## src/include/aasw_map.vh

```
`ifndef AASW_MAP_VH
`define AASW_MAP_VH
// Contract
// - state bit 0 gives 2-state cycles
// - state bit 1 gives 3-state cycles
// - state bit 0 means no waits ever
// - state bit 1 enables wait insertion too
// - state bits 15:8 areas 7..0, low zero
// - wait field counts 0 to 7 waits
// - wait count used only in 3-state
// - upper wait register holds areas 7..4
// - bits 15,11,7,3 read zero, unwritable
// - lower wait register holds areas 3..0

// ************************************************************
// register offsets (index on the plain register port)
// ************************************************************
`define AASW_OFS_ACCESS_STATE 4'h0
`define AASW_OFS_WAIT_UPPER 4'h1
`define AASW_OFS_WAIT_LOWER 4'h2
`define AASW_OFS_STATUS 4'h3

// ************************************************************
// field layout and reset values
// ************************************************************
`define AASW_ACCESS_STATE_RST 8'hFF
`define AASW_ACCESS_STATE_LSB 8
`define AASW_WAIT_FIELD_RST 3'h7
`define AASW_WAIT_FIELD_PITCH 4
`define AASW_STAT_BUSY 0
`define AASW_STAT_AREA_LSB 1
`define AASW_STAT_THREE 4
`define AASW_STAT_WAIT_LSB 5
`define AASW_STAT_LEFT_LSB 8

// ************************************************************
// bus cycle lengths in clock states
// ************************************************************
`define AASW_STATES_TWO 4'h2
`define AASW_STATES_THREE 4'h3

`endif

```

## src/hw/aasw_cfg_top.v

```verilog
`timescale 1ns/10ps
`default_nettype none
`include "aasw_map.vh"

module aasw_cfg_top #(
  parameter ADDR_W = 4,
  parameter DATA_W = 16
) (
  // clock and reset
  input wire clk,
  input wire resetn,
  // register port
  input wire [ADDR_W-1:0] reg_addr,
  input wire [DATA_W-1:0] reg_wdata,
  input wire reg_wr,
  input wire reg_rd,
  output wire [DATA_W-1:0] reg_rdata,
  // settings presented to the access sequencer
  output wire [7:0] area_three_state,
  output wire [23:0] area_wait_count,
  // external cycle request
  input wire cyc_start,
  input wire [2:0] cyc_area,
  // settings frozen for the running cycle, and its progress
  output wire cyc_three_state,
  output wire [2:0] cyc_wait_count,
  output wire cyc_busy,
  output wire cyc_last,
  output wire [3:0] cyc_states_left
);

  // ************************************************************
  // declarations
  // ************************************************************
  localparam AREA_N = 8;

  reg [7:0] state_sel_reg;
  reg [DATA_W-1:0] rdata_reg;
  reg [DATA_W-1:0] rdata_next;
  reg cyc_three_reg;
  reg [2:0] cyc_wait_reg;
  reg [2:0] cyc_area_reg;

  wire [23:0] wait_flat;
  wire wr_state;
  wire wr_upper;
  wire wr_lower;
  wire [DATA_W-1:0] state_view;
  wire [DATA_W-1:0] upper_view;
  wire [DATA_W-1:0] lower_view;
  wire [DATA_W-1:0] status_view;
  wire [4:0] sel_base;
  wire sel_three;
  wire [2:0] sel_wait_field;
  wire [2:0] sel_wait_eff;
  wire [3:0] sel_states;
  wire take_start;
  wire timer_busy;
  wire timer_done;
  wire [3:0] timer_left;

  // ************************************************************
  // write decode
  // ************************************************************
  assign wr_state = reg_wr && (reg_addr == `AASW_OFS_ACCESS_STATE);
  assign wr_upper = reg_wr && (reg_addr == `AASW_OFS_WAIT_UPPER);
  assign wr_lower = reg_wr && (reg_addr == `AASW_OFS_WAIT_LOWER);

  // ************************************************************
  // access state selection
  // ************************************************************
  // only the upper byte is storage; the low byte does not exist
  always @(posedge clk or negedge resetn) begin
    if (!resetn) begin
      state_sel_reg <= `AASW_ACCESS_STATE_RST;
    end else if (wr_state) begin
      state_sel_reg <= reg_wdata[15:8];
    end
  end

  // ************************************************************
  // per-area wait fields
  // ************************************************************
  genvar g;
  generate
    for (g = 0; g < AREA_N; g = g + 1) begin : area_wait
      localparam integer SLOT = g % 4;
      localparam integer LSB = `AASW_WAIT_FIELD_PITCH * SLOT;
      reg [2:0] field_reg;
      wire hit;
      // areas 7..4 live in the upper register, 3..0 in the lower
      assign hit = (g >= 4) ? wr_upper : wr_lower;
      always @(posedge clk or negedge resetn) begin
        if (!resetn) begin
          field_reg <= `AASW_WAIT_FIELD_RST;
        end else if (hit) begin
          field_reg <= reg_wdata[LSB+2:LSB];
        end
      end
      assign wait_flat[3*g+2:3*g] = field_reg;
    end
  endgenerate

  // ************************************************************
  // read views
  // ************************************************************
  assign state_view = {state_sel_reg, 8'h00};
  // gap bits are tied low, never stored
  assign upper_view = {1'b0, wait_flat[23:21], 1'b0, wait_flat[20:18],
                       1'b0, wait_flat[17:15], 1'b0, wait_flat[14:12]};
  assign lower_view = {1'b0, wait_flat[11:9], 1'b0, wait_flat[8:6],
                       1'b0, wait_flat[5:3], 1'b0, wait_flat[2:0]};
  assign status_view = {4'h0, timer_left, cyc_wait_reg, cyc_three_reg,
                        cyc_area_reg, timer_busy};

  always @* begin
    rdata_next = {DATA_W{1'b0}};
    if (reg_rd) begin
      case (reg_addr)
        `AASW_OFS_ACCESS_STATE: begin
          rdata_next = state_view;
        end
        `AASW_OFS_WAIT_UPPER: begin
          rdata_next = upper_view;
        end
        `AASW_OFS_WAIT_LOWER: begin
          rdata_next = lower_view;
        end
        `AASW_OFS_STATUS: begin
          rdata_next = status_view;
        end
        default: begin
          rdata_next = {DATA_W{1'b0}};
        end
      endcase
    end
  end

  // read data stands only in the cycle after the strobe
  always @(posedge clk or negedge resetn) begin
    if (!resetn) begin
      rdata_reg <= {DATA_W{1'b0}};
    end else begin
      rdata_reg <= rdata_next;
    end
  end

  // ************************************************************
  // cycle start: pick and freeze the area's settings
  // ************************************************************
  assign sel_base = {2'b00, cyc_area} * 5'd3;
  assign sel_three = state_sel_reg[cyc_area];
  assign sel_wait_field = wait_flat[sel_base +: 3];
  // a 2-state area ignores its wait field entirely
  assign sel_wait_eff = sel_three ? sel_wait_field : 3'h0;
  assign sel_states = sel_three ?
                      (`AASW_STATES_THREE + {1'b0, sel_wait_eff}) :
                      `AASW_STATES_TWO;
  // a start during a running cycle is dropped, not queued
  assign take_start = cyc_start && !timer_busy;

  // later register writes do not disturb a cycle already running
  always @(posedge clk or negedge resetn) begin
    if (!resetn) begin
      cyc_three_reg <= 1'b0;
      cyc_wait_reg <= 3'h0;
      cyc_area_reg <= 3'h0;
    end else if (take_start) begin
      cyc_three_reg <= sel_three;
      cyc_wait_reg <= sel_wait_eff;
      cyc_area_reg <= cyc_area;
    end
  end

  // ************************************************************
  // cycle length timer
  // ************************************************************
  aasw_cycle_timer #(
    .CNT_W(4)
  ) u_timer (
    .clk(clk),
    .resetn(resetn),
    .start(take_start),
    .state_total(sel_states),
    .busy_reg(timer_busy),
    .done_reg(timer_done),
    .left_reg(timer_left)
  );

  // ************************************************************
  // outputs
  // ************************************************************
  assign reg_rdata = rdata_reg;
  assign area_three_state = state_sel_reg;
  assign area_wait_count = wait_flat;
  assign cyc_three_state = cyc_three_reg;
  assign cyc_wait_count = cyc_wait_reg;
  assign cyc_busy = timer_busy;
  assign cyc_last = timer_done;
  assign cyc_states_left = timer_left;

endmodule

`default_nettype wire

```

## src/hw/aasw_cycle_timer.v

```verilog
`timescale 1ns/10ps
`default_nettype none

module aasw_cycle_timer #(
  parameter CNT_W = 4
) (
  // clock and reset
  input wire clk,
  input wire resetn,
  // cycle request
  input wire start,
  input wire [CNT_W-1:0] state_total,
  // cycle progress
  output reg busy_reg,
  output reg done_reg,
  output reg [CNT_W-1:0] left_reg
);

  // ************************************************************
  // state counter
  // ************************************************************
  // left_reg holds the states still to run after the current one
  always @(posedge clk or negedge resetn) begin
    if (!resetn) begin
      busy_reg <= 1'b0;
      done_reg <= 1'b0;
      left_reg <= {CNT_W{1'b0}};
    end else if (start && !busy_reg) begin
      busy_reg <= 1'b1;
      done_reg <= 1'b0;
      left_reg <= state_total - {{(CNT_W-1){1'b0}}, 1'b1};
    end else if (busy_reg) begin
      if (left_reg == {CNT_W{1'b0}}) begin
        busy_reg <= 1'b0;
        done_reg <= 1'b0;
      end else begin
        left_reg <= left_reg - {{(CNT_W-1){1'b0}}, 1'b1};
        // flag the final state one edge ahead so it lines up with it
        done_reg <= (left_reg == {{(CNT_W-1){1'b0}}, 1'b1});
      end
    end else begin
      done_reg <= 1'b0;
    end
  end

endmodule

`default_nettype wire

```

## config.mk

```make
export PLATFORM = sky130hd
export DESIGN_NAME = aasw_cfg_top
export DESIGN_NICKNAME = d
export VERILOG_FILES = /design/src/hw/aasw_cfg_top.v /design/src/hw/aasw_cycle_timer.v
export VERILOG_INCLUDE_DIRS = /design/src /design/src/include
export SDC_FILE = /design/constraint.sdc
export NUM_CORES = 1
export LEC_CHECK = 0
export BUFFER_PORTS_ARGS = -buffer_cell sky130_fd_sc_hd__buf_2
export CORE_MARGIN = 2
export CORE_UTILIZATION = 55
export CTS_BUF_LIST = sky130_fd_sc_hd__clkbuf_4
export CTS_CLUSTER_SIZE = 25
export DETAILED_ROUTE_END_ITERATION = 6
export PLACE_DENSITY = 0.92
export SLEW_MARGIN = 10
export SYNTH_ARGS = -nofsm -noshare
export SYNTH_HDL_FRONTEND = slang
export SYNTH_SLANG_ARGS = --single-unit
```

## constraint.sdc

```tcl
create_clock -name clk -period 4.6 [get_ports clk]
set_input_delay 0 -clock clk [delete_from_list [all_inputs] [get_ports clk]]
set_output_delay 0 -clock clk [all_outputs]
set_load 0.01 [all_outputs]
```

# ---- Yosys cells after proc, flatten, opt, wreduce, memory -nomap -nowiden
# Cells that the tools add are included.
dict set report totals {
  ff_bits 61
  output_inout_bits 58
}
dict set report op_classes {
  eq_ne 5
  n_shift 1
  mul 1
  n_reduce_logical 10
  addsub 3
  order_cmp 1
  mux 15
}
# op count
set ops {}
lappend ops {{case mux 16 bit (4 select lines)} 1}
lappend ops {{indexed part select 24 x 6 -> 3 bit} 1}
lappend ops {{two-way mux 16 bit} 1}
lappend ops {{two-way mux 4 bit} 4}
lappend ops {{== test 4 x 1 -> 1 bit, second input constant} 2}
lappend ops {{== test 4 x 2 -> 1 bit, second input constant} 2}
lappend ops {{zero test 4 bit} 2}
lappend ops {{subtractor 4 x 1 -> 4 bit, second input constant} 2}
lappend ops {{two-way mux 1 bit} 7}
lappend ops {{logical AND 1 bit} 5}
lappend ops {{multiplier 3 x 2 -> 5 bit, second input constant} 1}
lappend ops {{adder 2 x 3 -> 4 bit, first input constant} 1}
lappend ops {{< comparator 3 x 4 -> 1 bit, second input constant} 1}
lappend ops {{binary-select mux 1 bit (select 3 bit)} 1}
lappend ops {{two-way mux 3 bit} 1}
lappend ops {{inequality test 2 x 1 -> 1 bit, second input constant} 1}
lappend ops {{AND reduction 2 bit} 1}
lappend ops {{nonzero test 2 bit} 1}
lappend ops {{zero test 1 bit} 1}

# ---- Depth between registers and ports, before layout
# Gate-level depths: netlist of the first run.
dict set report depth {
  ltp_word 7
  mapped_depth 8
  depth_no_buf 7
}

# ---- Modules after synthesis
# Synthesis of the first run repeated with hierarchy kept, for this count alone.
dict set report hier_totals {
  cells_unflattened 215
  hier_area_um2 2906.5
}
# mod instances area_per_inst_um2 cells_per_inst seq_area_each_um2
set modules_own_cells {}
lappend modules_own_cells {aasw_cfg_top 1 2499.9 173 1416.4}
lappend modules_own_cells {aasw_cycle_timer 1 406.6 42 150.1}

# ---- Worst setup path after synthesis of the first run
# OpenSTA, ideal clock, no wires.
dict set report synth_timing {
  kind {register to register}
  from {register state_sel_reg[3], in the netlist area_three_state[3]}
  to {register u_timer.left_reg[3]}
  period_less_slack_ns 2.000
  required_time_ns 4.527
  t_arrival_ns 1.927
  stages_incl_launch_ff 7
  setup_slack_ns 2.600
  path_cell_list {dfstp_2 mux4_1 mux2_2 nand2_1 ha_1 a311oi_2 a2bb2oi_2}
}
dict set report synth_between {
  elab_chain_cells 7
}
# item line_no
set synth_lines {}
lappend synth_lines {{from (decl)} aasw_cfg_top.v:37} ;# reg [7:0] state_sel_reg;
lappend synth_lines {{from (signal assigned)} aasw_cfg_top.v:75} ;# state_sel_reg <= `AASW_ACCESS_STATE_RST;
lappend synth_lines {{from (signal assigned)} aasw_cfg_top.v:77} ;# state_sel_reg <= reg_wdata[15:8];
lappend synth_lines {{binary-select mux 1 bit (select 3 bit) (*)} aasw_cfg_top.v:152} ;# assign sel_three = state_sel_reg[cyc_area];
lappend synth_lines {{two-way mux 1 bit (implied by the code) (*)} aasw_cfg_top.v:152}
lappend synth_lines {{two-way mux 3 bit} aasw_cfg_top.v:155} ;# assign sel_wait_eff = sel_three ? sel_wait_field : 3'h0;
lappend synth_lines {{adder 2 x 3 -> 4 bit (no source line)} -}
lappend synth_lines {{two-way mux 4 bit (no source line) (*)} -}
lappend synth_lines {{subtractor 4 x 1 -> 4 bit (*)} aasw_cycle_timer.v:31} ;# left_reg <= state_total - {{(CNT_W-1){1'b0}}, 1'b1};
lappend synth_lines {{two-way mux 4 bit (*)} aasw_cycle_timer.v:28} ;# end else if (start && !busy_reg) begin
lappend synth_lines {{to (signal assigned)} aasw_cycle_timer.v:27} ;# left_reg <= {CNT_W{1'b0}};
lappend synth_lines {{to (signal assigned)} aasw_cycle_timer.v:31}
lappend synth_lines {{to (signal assigned)} aasw_cycle_timer.v:37} ;# left_reg <= left_reg - {{(CNT_W-1){1'b0}}, 1'b1};
lappend synth_lines {{to (decl)} aasw_cycle_timer.v:16} ;# output reg [CNT_W-1:0] left_reg
# Every way passes the cells marked *; elsewhere a longest branch is shown, timed or not. The select of a mux whose other input is x is not followed.
# A chain may end at the register's enable or synchronous reset.

# ---- Final worst setup path of the first run
dict set report layout_timing {
  from {input cyc_area[0]}
  to {register u_timer.left_reg[2]}
}
dict set report layout_between {
  elab_chain_cells 7
  elab_cells_between_ends 9
}
# item line_no
set layout_lines {}
lappend layout_lines {{from (decl)} aasw_cfg_top.v:23} ;# input wire [2:0] cyc_area,
lappend layout_lines {{multiplier 3 x 2 -> 5 bit / binary-select mux 1 bit (select 3 bit) (equally long branches)} {aasw_cfg_top.v:151, aasw_cfg_top.v:152}}
lappend layout_lines {{indexed part select 24 x 6 -> 3 bit / two-way mux 1 bit (equally long branches)} {aasw_cfg_top.v:153, aasw_cfg_top.v:152}}
lappend layout_lines {{two-way mux 3 bit} aasw_cfg_top.v:155}
lappend layout_lines {{adder 2 x 3 -> 4 bit (no source line)} -}
lappend layout_lines {{two-way mux 4 bit (no source line) (*)} -}
lappend layout_lines {{subtractor 4 x 1 -> 4 bit (*)} aasw_cycle_timer.v:31}
lappend layout_lines {{two-way mux 4 bit (*)} aasw_cycle_timer.v:28}
# Marked as above.

==> results of run 1 <==
through the flow:
stage          total power [mW]  utilization  setup WS, ns  cells
6_report                  1.706       0.7145         2.331    398
5_1_grt                   1.797       0.7145         2.235    398
4_1_cts                   1.700       0.7145         2.377    398
3_5_place_dp              1.383       0.6538         2.370    362
3_3_place_gp              1.350       0.6538         2.470    362
2_1_floorplan             1.157            -         2.600    218
power by group:
group	total, mW	internal, mW	leakage, nW	switching [mW]
combinational	0.555	0.270	0.935	0.285
clock	0.307	0.125	0.0662	0.183
sequential	0.844	0.706	0.722	0.137
total	1.71	1.10	1.72	0.605
area by class of cell:
class | instances | area, um2
well taps | 70 | 87.58
fillers | 369 | 1449
flip-flops and latches | 61 | 1567
repair buffers | 105 | 630.6
inverters | 3 | 11.26
clock buffers | 12 | 90.09
multi-input cells | 143 | 1222
clock inverters | 4 | 17.52
logic make-up (layout without fill, tap and decap cells):
family | after synthesis | count (layout) | share of synthesized area
flip-flops | 61 | 61 | 0.5482
AND/OR/NAND/NOR | 59 | 59 | 0.09720
multiplexers | 46 | 46 | 0.2220
AO/OA/AOI/OAI | 32 | 32 | 0.08625
buffers and inverters | 14 | 124 | 0.02408
adder cells (fa/ha/maj) | 3 | 3 | 0.01314
XOR/XNOR | 3 | 3 | 0.009196
cell usage after synthesis, types with 3 or more instances:
| cell type | number |
|---|---|
| mux2_2 | 34 |
| dfstp_2 | 32 |
| dfrtp_1 | 29 |
| nand2_1 | 27 |
| nor2_1 | 16 |
| a222oi_1 | 9 |
| clkbuf_1 | 8 |
| a22oi_1 | 7 |
| o21ai_0 | 7 |
| mux4_1 | 6 |
| a21oi_1 | 4 |
| and3_1 | 4 |
| ha_1 | 3 |
| inv_1 | 3 |
| xnor2_1 | 3 |
layer usage:
metal / GRT usage / part of all wire / up-vias
met5: 0 / 0 / -
met4: 0.07273 / 0.021 / 0
met3: 0.07938 / 0.087 / 15
met2: 0.4188 / 0.48 / 137
met1: 0.3447 / 0.41 / 1156
li1: - / - / 1022
worst register-to-register path, delay by kind of cell, from the launching register on:
family,cells,cell delay (ns)
AND/OR/NAND/NOR,1,0.13
AO/OA/AOI/OAI,1,0.11
multiplexers,2,0.85
flip-flops,1,0.40
adder cells (fa/ha/maj),1,0.23
XOR/XNOR,2,0.30
final timing paths:
kind / startpoint / endpoint / slack [ns] / cells after the start
worst min-delay path: reg_addr[1] / reg_rdata[15] / 0.06 / 3
worst max register to register: area_three_state[3] / u_timer.left_reg[2] / 2.45 / 7
max in group asynchronous: resetn / reg_rdata[9] / 3.82 / 3
min in group asynchronous: resetn / reg_rdata[15] / 0.28 / 3
worst min register to register: cyc_area_reg[2] / cyc_area_reg[2] / 0.49 / 2
worst max-delay path: cyc_area[0] / u_timer.left_reg[2] / 2.33 / 9
repair_timing:
action,in CTS,in global routing
endpoints found under the hold margin,68,0
hold buffers,20,0
resized for setup,0,0
==> reports/metrics.yaml, run 1 <==
synth_area_leaders: "dfstp_2, dfrtp_1, mux2_2, mux4_1, nand2_1"
area_growth_syn_to_layout_pct: 26.88
numCtsBuffers: 9
synth_cells: 218
dpl_cell_area_um2: 3318
synth.avg_cell_area_um2: 13.11
drc: 0
drtPass1Iterations: 6
gr-total-overflow: 0
p_per_area_nw_per_um2: 470.5
ys_ff_latch: 61
relSlewSlack: 0.3537
final_cell_area_um2: 3626
h-tree-depth: 3
yosysTopAreaCell: "dfstp_2"
ys_types: 37
p_leak_nw: 1.724
drv_slew: 0
finalSetupTns_ns: 0
antenna_cells: 0
nets: 354
crit_path_frequent_cell: "xnor2_1"
drtAntennaViolNets: 0
crit_type: "in -> reg"
synth_edf_count: 0
finalWirelength_um: 7131
path_max_fanout: 9
timing.final.crit_share: 0.4933
cp_top_family: "multiplexers"
ioPinCount: 86
grt_pass1_vias: 2311
final_cell_mix: "buf_2, mux2_2, dfstp_2"
dieArea_um2: 5788
worst_pin_slew_ns: 0.9659
cts.sinks: 61
cap_violations: 0
cts_buffer_depth: 2
startpoint_type: "input port"
cts-root-buf: "clkbuf_4"
cp.buffers_inverters: 2
grt.total_usage: 0.2595
async_flop_share: 1.000
clk_latency_ns: 0.39
yosysTopAreaCellShare: 0.2942
max_freq_mhz: 440.6
drt_iter0_drc: 225
worstPathRequired_ns: 4.85
cpMaxStageDelayCell: "mux4_1"
rows: 26
largest_reg_flops: 24
synth-main-ff-cell: "dfstp_2"
post_cts_buffers: 0
dp_hpwl_um: 4816
synth_seq_area_share: 0.5482
port_buffers: 83
critical-path-max-stage-delay_ns: 0.63
skew_ns: 0.01438
vias_per_cell: 5.854
whs_ns: 0.05656
die_w_um: 76.08
grt_pass1_wl_um: 11670
hold_class: "in -> reg"
finalHoldViolations: 0
wire_per_inst_um: 17.92
vias: 2330
antenna_found_initial: 0
setup_viol: 0
worstPathCellList: "dlygate4sd3_1 > buf_2 > mux4_1 > mux2_2 > nand2_1 > ha_1 > xnor2_1 > xnor2_1 > o22ai_1"
status: "complete, no violations"
cp-end-kind: "flip-flop"
ir_worst_vdd_mv: 0.3292
synth_nets: 249
drive_above_1_share: 0.5305
cp.arrival_ns: 2.52
yosys_warnings: 0
syn-cell-area_um2: 2858
path_clk_slew_ns: 0.10
start_util: 0.5631
core_area_um2: 5075
gp_congestion: 0.8935
rsz0062_at_grt: "false"
period_minus_slack_ns: 2.269
layout_commonest_cell: "buf_2"
die_y_um: 76.08
cts_tree: "yes"
grt_max_degree: 62
No activity file was read; power rests on OpenSTA's default activity.
==> inputs of run 2 (changes only) <==
--- a/config.mk
+++ b/config.mk
@@ -6,13 +6,14 @@
 export SDC_FILE = /design/constraint.sdc
 export NUM_CORES = 1
 export LEC_CHECK = 0
+export ABC_AREA = 1
 export BUFFER_PORTS_ARGS = -buffer_cell sky130_fd_sc_hd__buf_2
 export CORE_MARGIN = 2
-export CORE_UTILIZATION = 55
+export CORE_UTILIZATION = 49
 export CTS_BUF_LIST = sky130_fd_sc_hd__clkbuf_4
 export CTS_CLUSTER_SIZE = 25
 export DETAILED_ROUTE_END_ITERATION = 6
-export PLACE_DENSITY = 0.92
+export PLACE_DENSITY = 0.86
 export SLEW_MARGIN = 10
 export SYNTH_ARGS = -nofsm -noshare
 export SYNTH_HDL_FRONTEND = slang
==> constraint.sdc (replaced) <==
create_clock -name clk -period 1.9 [get_ports clk]
set_input_delay 0 -clock clk [delete_from_list [all_inputs] [get_ports clk]]
set_output_delay 0 -clock clk [all_outputs]
set_load 0.01 [all_outputs]
==> run 2 against run 1 <==
- critical path depth rose by 4
- sequential share of layout area fell by 4.5 points
- clock power rose to 2.8 times the previous value
- the flow now finishes with violations (negative setup slack)
- highest routed layer unchanged
==> reports/metrics.yaml, run 2 <==
worst_slack_ns: -0.04539
cts.sinks: 61
combPwrFrac: 0.350
rsz0062_at_grt: "true"
rows: 28
timing.final.crit_share: 1.024
crit_type: "reg -> reg"
die_y_um: 83.34
r2r-start: "area_three_state[6]"
yosys_warnings: 0
hold_class: "in -> reg"
skew_ns: 0.01909
largest_reg_flops: 24
synth_area_leaders: "dfstp_2, dfrtp_1, nand2_1, inv_1, o21ai_0"
yosysMostFrequentCell: "nand2_1"
gr-total-overflow: 0
layout_commonest_cell: "nand2_1"
syn-cell-area_um2: 3084
p_per_area_nw_per_um2: 1061
p_int_mw: 2.715
seqPwrFrac: 0.446
whs_ns: 0.01748
grt_pass1_vias: 2938
setup_viol: 1
synth_cells: 390
vias_per_cell: 5.214
p_sw_mw: 1.583
die_w_um: 83.34
synth_commonest_cells: "nand2_1, inv_1, o21ai_0"
ir_worst_vdd_mv: 0.6664
start_util: 0.5148
p_leak_nw: 2.233
wire_per_inst_um: 14.67
path_max_fanout: 3
ys_types: 29
crit_start: "area_three_state[6]"
drt_iter0_drc: 304
final_cell_mix: "nand2_1, buf_2, inv_1"
clk_latency_ns: 0.41
synth_seq_area_share: 0.5079
drtAntennaViolNets: 0
port_buffers: 83
synth_nets: 421
gp_congestion: 0.9416
status: "complete, but fails checks"
finalWirelength_um: 8697
ys_ff_latch: 61
drtPass1Iterations: 4
antenna_cells: 0
ioPinCount: 86
dieArea_um2: 6945
h-tree-depth: 3
dp_hpwl_um: 5811
yosysTopAreaCellShare: 0.2726
nFillCells: 443
grt_max_degree: 33
synth_edf_count: 0
vias: 3092
grt_pass1_wl_um: 13810
max_freq_mhz: 514.0
antenna_found_initial: 0
async_flop_share: 1.000
cap_violations: 0
cp.arrival_ns: 2.25
hold_start: "cyc_start"
switching_share: 0.3683
drv_slew: 0
worstPathRequired_ns: 2.21
cts-root-buf: "clkbuf_4"
startpoint_type: "flip-flop"
area_growth_syn_to_layout_pct: 31.28
synth-main-ff-cell: "dfstp_2"
yosysTopAreaCell: "dfstp_2"
drc: 0
failed_checks: "negative setup slack"
finalHoldViolations: 0
period_minus_slack_ns: 1.945
relSlewSlack: 0.5563
synth.avg_cell_area_um2: 7.908
cts_buffer_depth: 2
drive_above_1_share: 0.3494
worst_pin_slew_ns: 0.6656
path_clk_slew_ns: 0.10
cts_tree: "yes"
finalSetupTns_ns: -0.04539
rrSetupSlack_ns: -0.05
pwr-share-clk: 0.203
nets: 544
cp-end-kind: "flip-flop"
core_area_um2: 5991
numCtsBuffers: 9
grt.total_usage: 0.2479
[run 2: cell count changes in the layout (fill, tap and decap cells not counted), moves of 9 or more]
cell / delta
nand3_1: +16
nand2_1: +87
a222oi_1: -9
inv_1: +58
mux2_2: -34
o21ai_0: +35
buf_4: +23
[run 2: cells by family after synthesis]
group                    count (synthesis)  synth area share
AO/OA/AOI/OAI                           68            0.1258
buffers and inverters                   85            0.1152
adder cells (fa/ha/maj)                  3           0.01217
AND/OR/NAND/NOR                        171            0.2333
XOR/XNOR                                 2          0.005681
flip-flops                              61            0.5079
[run 2: metrics by stage]
| stage | worst slack, ns | cells | util | power [mW] | area [um2] |
|---|---|---|---|---|---|
| 6_report | -0.04539 | 593 | 0.6759 | 4.298 | 4049 |
| 5_1_grt | -0.2018 | 593 | 0.6759 | 4.590 | 4049 |
| 4_1_cts | 0.01168 | 578 | 0.6508 | 4.169 | 3899 |
| 3_5_place_dp | 0.002874 | 545 | 0.6013 | 3.264 | 3602 |
| 3_3_place_gp | 0.07668 | 545 | 0.6013 | 3.198 | 3602 |
| 2_1_floorplan | 0.1110 | 390 | - | 2.723 | 3084 |
[run 2: path summary, 6_finish.rpt]
| kind | end | cells past startpoint |
|---|---|---|
| worst min-delay path | u_timer.left_reg[2] | 6 |
| min in group asynchronous | reg_rdata[0] | 2 |
| worst max register to register | u_timer.left_reg[3] | 13 |
| worst max-delay path | u_timer.left_reg[3] | 13 |
| max in group asynchronous | area_three_state[3] | 3 |
| worst min register to register | cyc_area_reg[0] | 2 |
[run 2: worst max-delay path, stage by stage, from the launching register on]
cell and delay, ns:
dfstp_2 0.55, inv_1 0.07, nand2_1 0.06, nand3_1 0.06, nand2_1 0.07, nand2_1 0.06
nand2_2 0.12, nand2_2 0.09, ha_4 0.27, nand3_1 0.10, nor2_1 0.16, nand2_1 0.09
nand3_2 0.09, a21oi_2 0.05
[run 2: cell type report]
class	count	area (um2)	area share
flip-flops and latches	61	1567	0.3869
multi-input cells	244	1200	0.2964
repair buffers	125	783.3	0.1934
inverters	72	276.5	0.06829
well taps	75	93.84	0.02318
clock buffers	10	75.07	0.01854
clock inverters	6	53.80	0.01329
[run 2: layer usage]
metal  track usage  up-vias  part of all wire
li1              -     1474                 -
met1        0.3213     1452              0.42
met2        0.4032      145              0.49
met3       0.05567       21             0.071
met4       0.09985        0             0.024
met5             0        -                 0
[run 2: power by group through the flow]
stage | clock [mW] | sequential [mW] | combinational, mW
final | 0.874 | 1.92 | 1.51
after floorplan | 0 | 2.02 | 0.708
after detailed placement | 0 | 1.94 | 1.33
after CTS | 0.885 | 1.92 | 1.37
after global routing | 0.947 | 1.95 | 1.69
after global placement | 0 | 1.93 | 1.27
[run 2: what timing repair did]
item,CTS,global route
resized for setup,0,13
setup buffers,1,15
endpoints found under the setup margin,2,2
hold endpoints to repair,50,0
hold buffers,16,0
pin swaps,1,15
